<file path="src/brbp_pkg.sv">
// shared types and constants for the bus fetch unit
package brbp_pkg;

  // ----------------------------------------
  // sizes and reset values
  // ----------------------------------------
  localparam int BRBP_AW = 20;
  localparam int BRBP_QDEPTH_WIDE = 6;
  localparam int BRBP_QDEPTH_NARROW = 4;
  localparam logic BRBP_PIN_RST = 1'b1;
  localparam logic [BRBP_AW-1:0] BRBP_RESET_FETCH_ADDR = 20'hffff0;

  // ----------------------------------------
  // bus phases and cycle kinds
  // ----------------------------------------
  typedef enum logic [2:0] {BRBP_IDLE, BRBP_T1, BRBP_T2, BRBP_T3, BRBP_TW, BRBP_T4} brbp_phase_t;
  typedef enum logic [1:0] {BRBP_FETCH, BRBP_EU_READ, BRBP_EU_WRITE} brbp_kind_t;

  // ----------------------------------------
  // carriers
  // ----------------------------------------
  typedef struct packed {
    logic [BRBP_AW-1:0] addr;
    logic [15:0] wdata;
    logic write;
    logic io;
    logic byte_only;
    logic internal;
    logic ignore_ready;
  } brbp_eu_req_t;

  typedef struct packed {
    logic [BRBP_AW-1:0] addr;
    logic [15:0] dout;
    logic dout_oe;
    logic ale;
    logic rd_n;
    logic wr_n;
    logic bhe_n;
    logic io;
  } brbp_bus_t;

endpackage : brbp_pkg

</file>
<file path="src/brbp_queue.sv">
// prefetch queue storage, byte wide, flushable
`timescale 1ns/1ns
module brbp_queue
  import brbp_pkg::*;
#(
  parameter int DEPTH = 6
)
(
  input wire logic ref_clk_i,
  input wire logic resetn_i,
  input wire logic flush_i,
  input wire logic push_i,
  input wire logic push_two_i,
  input wire logic [15:0] push_data_i,
  input wire logic pop_i,
  output logic [7:0] head_o,
  output logic head_valid_o,
  output logic [3:0] count_o
);

  typedef struct packed {
    logic [DEPTH-1:0][7:0] mem;
    logic [3:0] count;
    logic valid;
  } brbp_q_state_t;

  brbp_q_state_t s_r;
  brbp_q_state_t s_nxt;

  always_comb
  begin
    logic [3:0] c;
    c = s_r.count;
    s_nxt = s_r;
    if (flush_i)
    begin
      c = 4'h0;
    end
    else
    begin
      // pop first so a push in the same cycle lands behind the new head
      if (pop_i && c != 4'h0)
      begin
        for (int i = 0; i < DEPTH - 1; i++)
          s_nxt.mem[i] = s_r.mem[i+1];
        c = c - 4'h1;
      end
      if (push_i)
      begin
        s_nxt.mem[c[2:0]] = push_data_i[7:0];
        c = c + 4'h1;
        if (push_two_i)
        begin
          s_nxt.mem[c[2:0]] = push_data_i[15:8];
          c = c + 4'h1;
        end
      end
    end
    s_nxt.count = c;
    s_nxt.valid = (c != 4'h0);
  end

  always_ff @(posedge ref_clk_i or negedge resetn_i)
  begin
    if (!resetn_i)
      s_r <= '0;
    else
      s_r <= s_nxt;
  end

  assign head_o = s_r.mem[0];
  assign head_valid_o = s_r.valid;
  assign count_o = s_r.count;

endmodule : brbp_queue

</file>
<file path="src/brbp_bus_unit.sv">
// bus fetch unit: bus cycles, buffer strobes, ready sync, prefetch queue
//
// Overview of operation
// - buffer enable and direction strobe are active in every bus cycle.
// - buffer enable low through the data part of each cycle, reads and writes.
// - buffer enable stays high whenever the direction strobe changes.
// - direction strobe high for writes, low for reads.
// - both strobes high during reset, then floating until the first cycle.
// - wait states while synchronized ready low, or once after not-ready at T2; no limit on their number.
// - ready ignored for on-chip registers and regions flagged to ignore it.
// - ready passes two flops; second one low forces not-ready onward.
// - not-ready seen at T2 or at T3 inserts wait states.
// - opcode fetch runs alongside execution with no visible effect.
// - wide bus queue holds six bytes; fetch when two free and no request.
// - wide bus fetches words; after odd jump one byte first, then words.
// - narrow bus queue holds four bytes; fetch one byte when one free.
// - jump flushes queue, fetches new address, feeds it on, refills from there.
// - execute unit requests stop new fetches; a fetch under way completes.
// - read strobe low from T2; input data captured at start of T4.
`timescale 1ns/1ns
module brbp_bus_unit
  import brbp_pkg::*;
#(
  parameter bit WIDE_BUS = 1'b1
)
(
  input wire logic ref_clk_i,
  input wire logic resetn_i,
  input wire logic ready_i,
  input wire logic [15:0] data_i,
  output brbp_bus_t bus_o,
  output logic buffer_enable_n_o,
  output logic buffer_enable_n_oe_o,
  output logic data_direction_o,
  output logic data_direction_oe_o,
  input wire logic eu_req_valid_i,
  input wire brbp_eu_req_t eu_req_i,
  output logic eu_ack_o,
  output logic [15:0] eu_rdata_o,
  input wire logic jump_i,
  input wire logic [BRBP_AW-1:0] jump_addr_i,
  output logic [7:0] q_byte_o,
  output logic q_valid_o,
  input wire logic q_take_i
);

  // ----------------------------------------
  // sizes per bus variant
  // ----------------------------------------
  localparam int QDEPTH = WIDE_BUS ? BRBP_QDEPTH_WIDE : BRBP_QDEPTH_NARROW;
  localparam logic [3:0] QDEPTH4 = 4'(QDEPTH);
  localparam logic [3:0] FREE_MIN = WIDE_BUS ? 4'h2 : 4'h1;

  typedef struct packed {
    brbp_phase_t phase;
    brbp_kind_t kind;
    logic single;
    logic no_ready;
    logic t2_not_ready;
    logic drop;
    logic started;
    logic [BRBP_AW-1:0] fetch_addr;
    logic [15:0] capture;
    logic rdy_s1;
    logic rdy_s2;
    brbp_bus_t bus;
    logic den_n;
    logic dtr;
    logic pin_oe;
    logic ack;
    logic [15:0] rdata;
  } brbp_state_t;

  brbp_state_t s_r;
  brbp_state_t s_nxt;
  logic q_push;
  logic q_two;
  logic [15:0] q_data;
  logic [3:0] q_count;

  // ----------------------------------------
  // next state
  // ----------------------------------------
  always_comb
  begin
    logic ready_ok;
    logic free_ok;
    // latched low forces not-ready; falling edge sync is the board's job
    ready_ok = s_r.rdy_s2 | s_r.no_ready;
    free_ok = (QDEPTH4 - q_count) >= FREE_MIN;
    s_nxt = s_r;
    q_push = 1'b0;
    q_two = 1'b0;
    q_data = s_r.capture;
    s_nxt.ack = 1'b0;
    // first flop resolves, second is the only reader of it
    s_nxt.rdy_s1 = ready_i;
    s_nxt.rdy_s2 = s_r.rdy_s1;
    // float after the single reset clock until the first cycle
    if (!s_r.started)
      s_nxt.pin_oe = 1'b0;

    case (s_r.phase)
      BRBP_IDLE:
      begin
        if (eu_req_valid_i && !jump_i)
        begin
          // execute unit requests take the bus before opcode fetch
          s_nxt.phase = BRBP_T1;
          s_nxt.kind = eu_req_i.write ? BRBP_EU_WRITE : BRBP_EU_READ;
          s_nxt.bus.addr = eu_req_i.addr;
          s_nxt.bus.dout = eu_req_i.wdata;
          s_nxt.bus.io = eu_req_i.io;
          s_nxt.single = eu_req_i.byte_only | ~WIDE_BUS;
          s_nxt.no_ready = eu_req_i.internal | eu_req_i.ignore_ready;
        end
        else if (free_ok && !jump_i)
        begin
          s_nxt.phase = BRBP_T1;
          s_nxt.kind = BRBP_FETCH;
          s_nxt.bus.addr = s_r.fetch_addr;
          s_nxt.bus.io = 1'b0;
          s_nxt.single = ~WIDE_BUS | s_r.fetch_addr[0];
          s_nxt.no_ready = 1'b0;
        end
        if (s_nxt.phase == BRBP_T1)
        begin
          s_nxt.bus.ale = 1'b1;
          s_nxt.started = 1'b1;
          s_nxt.pin_oe = 1'b1;
          s_nxt.den_n = 1'b1;
          s_nxt.dtr = (s_nxt.kind == BRBP_EU_WRITE);
          s_nxt.bus.bhe_n = s_nxt.single & ~s_nxt.bus.addr[0];
        end
      end
      BRBP_T1:
      begin
        s_nxt.phase = BRBP_T2;
        s_nxt.bus.ale = 1'b0;
        s_nxt.den_n = 1'b0;
        s_nxt.bus.rd_n = (s_r.kind == BRBP_EU_WRITE);
        s_nxt.bus.wr_n = (s_r.kind != BRBP_EU_WRITE);
        s_nxt.bus.dout_oe = (s_r.kind == BRBP_EU_WRITE);
      end
      BRBP_T2:
      begin
        s_nxt.phase = BRBP_T3;
        s_nxt.t2_not_ready = ~ready_ok;
      end
      BRBP_T3, BRBP_TW:
      begin
        // not-ready at T2 still costs a wait even if ready returns by T3
        if (!ready_ok || (s_r.phase == BRBP_T3 && s_r.t2_not_ready))
        begin
          s_nxt.phase = BRBP_TW;
        end
        else
        begin
          s_nxt.phase = BRBP_T4;
          s_nxt.capture = data_i;
          s_nxt.bus.rd_n = 1'b1;
          s_nxt.bus.wr_n = 1'b1;
          s_nxt.den_n = 1'b1;
        end
      end
      BRBP_T4:
      begin
        s_nxt.phase = BRBP_IDLE;
        s_nxt.bus.dout_oe = 1'b0;
        s_nxt.t2_not_ready = 1'b0;
        s_nxt.drop = 1'b0;
        if (s_r.kind == BRBP_FETCH)
        begin
          // a fetch overtaken by a jump is thrown away here
          if (!s_r.drop && !jump_i)
          begin
            q_push = 1'b1;
            q_two = ~s_r.single;
            if (s_r.single && s_r.bus.addr[0] && WIDE_BUS)
              q_data = {8'h00, s_r.capture[15:8]};
            s_nxt.fetch_addr = s_r.fetch_addr + (s_r.single ? 20'h00001 : 20'h00002);
          end
        end
        else
        begin
          s_nxt.ack = 1'b1;
          s_nxt.rdata = s_r.capture;
        end
      end
      default:
      begin
        s_nxt.phase = BRBP_IDLE;
      end
    endcase

    // jump redirects the fetch pointer; the queue is flushed alongside
    if (jump_i)
    begin
      s_nxt.fetch_addr = jump_addr_i;
      if (s_r.phase != BRBP_IDLE && s_r.phase != BRBP_T4 && s_r.kind == BRBP_FETCH)
        s_nxt.drop = 1'b1;
    end
  end

  // ----------------------------------------
  // state register
  // ----------------------------------------
  always_ff @(posedge ref_clk_i or negedge resetn_i)
  begin
    if (!resetn_i)
    begin
      s_r <= '0;
      s_r.phase <= BRBP_IDLE;
      s_r.kind <= BRBP_FETCH;
      s_r.fetch_addr <= BRBP_RESET_FETCH_ADDR;
      s_r.bus.rd_n <= BRBP_PIN_RST;
      s_r.bus.wr_n <= BRBP_PIN_RST;
      s_r.bus.bhe_n <= BRBP_PIN_RST;
      s_r.den_n <= BRBP_PIN_RST;
      s_r.dtr <= BRBP_PIN_RST;
      s_r.pin_oe <= 1'b1;
    end
    else
    begin
      s_r <= s_nxt;
    end
  end

  // ----------------------------------------
  // prefetch queue
  // ----------------------------------------
  brbp_queue #(
    .DEPTH(QDEPTH)
  ) u_queue (
    .ref_clk_i(ref_clk_i),
    .resetn_i(resetn_i),
    .flush_i(jump_i),
    .push_i(q_push),
    .push_two_i(q_two),
    .push_data_i(q_data),
    .pop_i(q_take_i),
    .head_o(q_byte_o),
    .head_valid_o(q_valid_o),
    .count_o(q_count)
  );

  assign bus_o = s_r.bus;
  assign buffer_enable_n_o = s_r.den_n;
  assign buffer_enable_n_oe_o = s_r.pin_oe;
  assign data_direction_o = s_r.dtr;
  assign data_direction_oe_o = s_r.pin_oe;
  assign eu_ack_o = s_r.ack;
  assign eu_rdata_o = s_r.rdata;

endmodule : brbp_bus_unit

</file>
<file path="config.mk">
export PLATFORM = sky130hd
export DESIGN_NAME = brbp_bus_unit
export DESIGN_NICKNAME = d
export VERILOG_FILES = /design/src/brbp_pkg.sv /design/src/brbp_queue.sv /design/src/brbp_bus_unit.sv
export SDC_FILE = /design/constraint.sdc
export NUM_CORES = 1
export LEC_CHECK = 0
export BUFFER_PORTS_ARGS = -buffer_cell sky130_fd_sc_hd__buf_2
export CAP_MARGIN = 20
export CORE_MARGIN = 2
export CORE_UTILIZATION = 52
export CTS_CLUSTER_DIAMETER = 80
export DETAILED_ROUTE_END_ITERATION = 10
export GPL_TIMING_DRIVEN = 0
export HOLD_SLACK_MARGIN = 0.12
export PLACE_DENSITY = 0.86
export SLEW_MARGIN = 25
export SYNTH_ARGS = -nofsm -noshare
export SYNTH_HDL_FRONTEND = slang
export SYNTH_SLANG_ARGS = --single-unit
</file>
<file path="constraint.sdc">
create_clock -name ref_clk_i -period 3.7 [get_ports ref_clk_i]
set_input_delay 0.74 -clock ref_clk_i [delete_from_list [all_inputs] [get_ports ref_clk_i]]
set_output_delay 0.74 -clock ref_clk_i [all_outputs]
set_load 0.005 [all_outputs]
</file>
==> PnR_summary.wiki <==
{| class="wikitable"
! Metric !! Value
|-
| CP max FO || 11
|-
| Post-synthesis sequential area ratio || 0.433
|-
| Synth Warn # || 0
|-
| Async set-or-reset flop fraction in the synthesized netlist || 1.00
|-
| Count of inserted antenna diode cells || 0
|-
| Crit Path Category || register to register
|-
| Pin count of the biggest net entering global routing || 71
|-
| Final Skew || 0.00568 ns
|-
| Largest area contributor in the synthesized netlist || dfrtp_1
|-
| Crit-path max cell delay || around 0.48 ns
|-
| Pwr/cell area || approximately 890 nW/µm²
|-
| Number of max-slew violations in the final report || 0
|-
| Wire length of the first global-routing pass || ~43 mm
|-
| Slew Limit Headroom || 0.401
|-
| Distinct cell type count of the synthesized netlist || 64
|-
| Vertical die dimension || between 100 and 150 µm
|-
| Final-report hold violation count || 0
|-
| Outcome || finished clean
|-
| Startpoint type of the worst setup path || register
|-
| Average detailed-routed wire length per instance || about 19 µm
|-
| Highest-delay cell along the critical path || dfrtp_2
|-
| Area share of the largest cell type after synthesis || 0.372
|-
| Average size of a mapped cell || between 9 and 10 µm²
|-
| Number of DRC violations after detailed-routing iteration 0 || 1005
|-
| Post-layout utilization of the core || 0.634
|-
| Horizontal die dimension || roughly 140 µm
|-
| Top cells by area, synth || dfrtp_1 (37%), dfstp_2 (6.1%), mux2_2 (6.1%), buf_4 (5.3%), nand2_1 (5.2%)
|-
| Vias in the first global route || ~8600
|-
| FMAX || 274 MHz
|-
| Final period utilization || 0.985
|-
| Most used flip-flop cell after synthesis || dfrtp_1
|-
| Clock network latency to the later pin of the worst-skew pair || around 0.44 ns
|-
| Design internal power || between 6000 and 7000 µW
|-
| Weighted congestion at the end of routability-driven global placement || 0.897
|-
| Hold WC Path Type || primary input to async pin
|-
| Area of the die || 19300 µm²
|-
| Detailed-route wire length || 26.7 mm
|-
| Gate count after technology mapping || 979
|-
| H-tree lvl count || 4
|-
| Clock root cell || clkbuf_16
|-
| Required time reported for the critical path endpoint || ~4.0 ns
|-
| Detailed-routing iteration count for the pre-antenna-repair pass || 6
|-
| Port Buffers || about 150
|-
| Number of fill cells || around 1500
|-
| Area growth from synthesis to layout || 19.8%
|-
| Share of total power in sequential cells || 0.302
|-
| Count leader, synth || dfrtp_1
|-
| Post-Place Cell Area || about 11000 µm²
|-
| Layout Nets || between 1000 and 1500
|-
| Initial Utilization || 0.529
|-
| Residual DRC || 0
|-
| Number of antenna violations at the first check in global routing || 0
|-
| List of cells traversed by the critical path || inv_1 -> ha_2 -> nor3b_2 -> o211a_1 -> inv_4 -> buf_4 -> ha_2 -> nor2_1 -> nand3_1 -> a211oi_4 -> clkbuf_4 -> a211o_1 -> a31oi_1
|-
| Total core area || between 15000 and 20000 µm²
|-
| Via count || around 8700
|-
| Number of nets still failing antenna checks after routing || 0
|-
| Worst Tran Pin Value || roughly 0.9 ns
|-
| TritonCTS clock tree || built
|-
| Clock slew seen by the registers of the worst setup and hold paths || 0.06 ns
|-
| Summed instance area of the synthesized netlist || about 9500 µm²
|-
| Number of primary I/O pins || roughly 160
|-
| CTS Buffer Depth || 2
|-
| Cell with the most instances on the worst path || ha_2
|-
| Placement Rows || 49
|-
| Sort of element at the end of the critical path || register
|-
| Power share of the clock group || 0.184
|-
| HPWL reported at the end of detailed placement || 18.7 mm
|-
| Final setup violation count || 0
|-
| Switching share of power || 0.402
|-
| Number of buffers added by the clock tree synthesis step || 17
|-
| Post-route cell area || 11400 µm²
|-
| Post-synth EDFFs || 0
|-
| Aggregate global routing overflow || 0
|-
| Combinational share of power || 0.514
|-
| Commonest cells post-synth || dfrtp_1 (141), nand2_1 (132), buf_4 (67)
|-
| Number of storage elements in the synthesis netlist || roughly 160
|-
| Number of violations of the max-capacitance limit || 0
|-
| Leakage component of the power || between 0.005 and 0.006 µW
|-
| CTS Sinks || 163
|-
| Fraction of final layout cells sized beyond drive strength 1 || 0.318
|-
| Switching power summed over all nets || 4050 µW
|-
| Minimum period implied by the final worst setup slack || between 3 and 4 ns
|-
| Detailed-route vias per instance || between 6 and 7
|-
| Crit path arrival time || 3.92 ns
|-
| VDD IR max || just over 0.5 mV
|-
| Net count of the mapped netlist || 1073
|-
| Overall routing resource usage || 0.270
|}
==> layer usage <==
metal	share of wire	vias up	routed length (µm)	GRT usage
met2	0.47	560	12600	0.427
li1	-	3935	-	-
met3	0.092	89	2450	0.0535
met5	0	-	0	0
met4	0.033	0	872	0.115
met1	0.41	4108	10800	0.366
==> final timing paths <==
path | startpoint | endpoint | slack, ns | depth (start not counted)
setup / recovery | u_queue.count_o[0] | u_queue.s_r[19] | 0.05 | 13
hold / removal | resetn_i | eu_ack_o | 0.17 | 1
setup reg to reg | u_queue.count_o[0] | u_queue.s_r[19] | 0.05 | 13
hold reg to reg | s_nxt[62] | s_r[62] | 0.35 | 0
max in group asynchronous | resetn_i | data_direction_o | 2.84 | 2
min in group ref_clk_i | s_nxt[62] | s_r[62] | 0.35 | 0
==> timing repair <==
item,4_1_cts,5_1_grt
hold buffers,0,0
pin swaps,5,5
endpoints found under the setup margin,50,49
resized for setup,17,8
buffers inserted,4,6
==> cell type report <==
cell class | count | area, µm² | area share
Sequential cell | 163 | 4110 | 0.362
Timing Repair Buffer | 166 | 911 | 0.0802
Buffer | 141 | 813 | 0.0716
Clock inverter | 11 | 151 | 0.0133
Clock buffer | 21 | 460 | 0.0406
Multi-Input combinational cell | 642 | 4510 | 0.397
Tap cell | 229 | 287 | 0.0252
Inverter | 29 | 111 | 0.00981
==> power groups by stage <==
| stage | Combinational (µW) | Sequential, µW | Clock, µW |
|---|---|---|---|
| 3_3_place_gp | 4730 | 2980 | 0 |
| 6_report | 5170 | 3040 | 1850 |
| 2_1_floorplan | 3640 | 2850 | 0 |
| 3_5_place_dp | 4920 | 3030 | 0 |
| 5_1_grt | 5580 | 3120 | 1940 |
| 4_1_cts | 5040 | 3020 | 1860 |
==> cell usage in the layout, fill, tap and decap left out, types with 6 or more instances in the layout <==
cell / Yosys / routed
nand4_1: 9 / 9
nand3b_1: 6 / 6
dfstp_2: 22 / 22
nor4_1: 6 / 6
a211o_1: 35 / 35
buf_2: 5 / 159
nand3_1: 7 / 7
a311o_1: 8 / 8
o22ai_1: 41 / 41
nand2b_1: 10 / 10
xor2_1: 8 / 8
o32ai_1: 8 / 8
dfrtp_1: 141 / 140
o211a_1: 9 / 9
a21oi_1: 9 / 9
a221oi_1: 32 / 32
a31oi_1: 43 / 43
mux2_2: 51 / 51
nor3_1: 11 / 11
ha_1: 10 / 7
inv_1: 28 / 28
nand2_1: 132 / 132
mux2i_1: 8 / 8
nor2_1: 31 / 31
buf_4: 67 / 78
a32o_1: 18 / 18
xnor2_1: 11 / 11
and3_1: 38 / 38
clkbuf_16: 0 / 17
buf_1: 10 / 7
o21ai_0: 34 / 34
clkbuf_1: 62 / 55
o2bb2ai_1: 11 / 11
==> flip-flops by register name, summed over array words and instances (netlist names), 4 cells and up <==
signal / count
s_r: 47
bus_o: 42
u_queue.s_r: 40
eu_rdata_o: 16
u_queue.count_o: 4
u_queue.head_o: 8
==> per-stage QoR <==
step	worst slack [ns]	instances	TNS (ns)	power (µW)	hold WS (ns)
2_1_floorplan	0.198	979	0	6500	0.331
3_3_place_gp	-0.647	1362	-112.36	7710	0.336
3_5_place_dp	-0.761	1364	-30.79	7950	0.335
4_1_cts	0.0123	1396	0	9920	0.170
5_1_grt	-0.0795	1402	-0.730	10600	0.175
6_report	0.0538	1402	0	10100	0.167
==> critical path, delay by kind of cell, from the launching register on <==
kind / cells / cell delay [ns]
flops: 1 / 0.48
simple gates: 3 / 0.62
compound gates: 4 / 1.02
fa+ha+maj: 2 / 0.57
buf+inv: 4 / 0.78
==> cell families (layout without fill, tap and decap cells) <==
group                      after synthesis  after routing  share of synthesized area
AOI/OAI and AO/OA                      274            274                      0.220
xor gates and xnor gates                19             19                     0.0176
adders and majority gates               11             11                     0.0153
buffers and inverters                  174            368                     0.0973
DFF                                    163            163                      0.433
muxes                                   62             62                     0.0734
and+or+nand+nor                        276            276                      0.143
No activity file was read; power rests on OpenSTA's default activity.
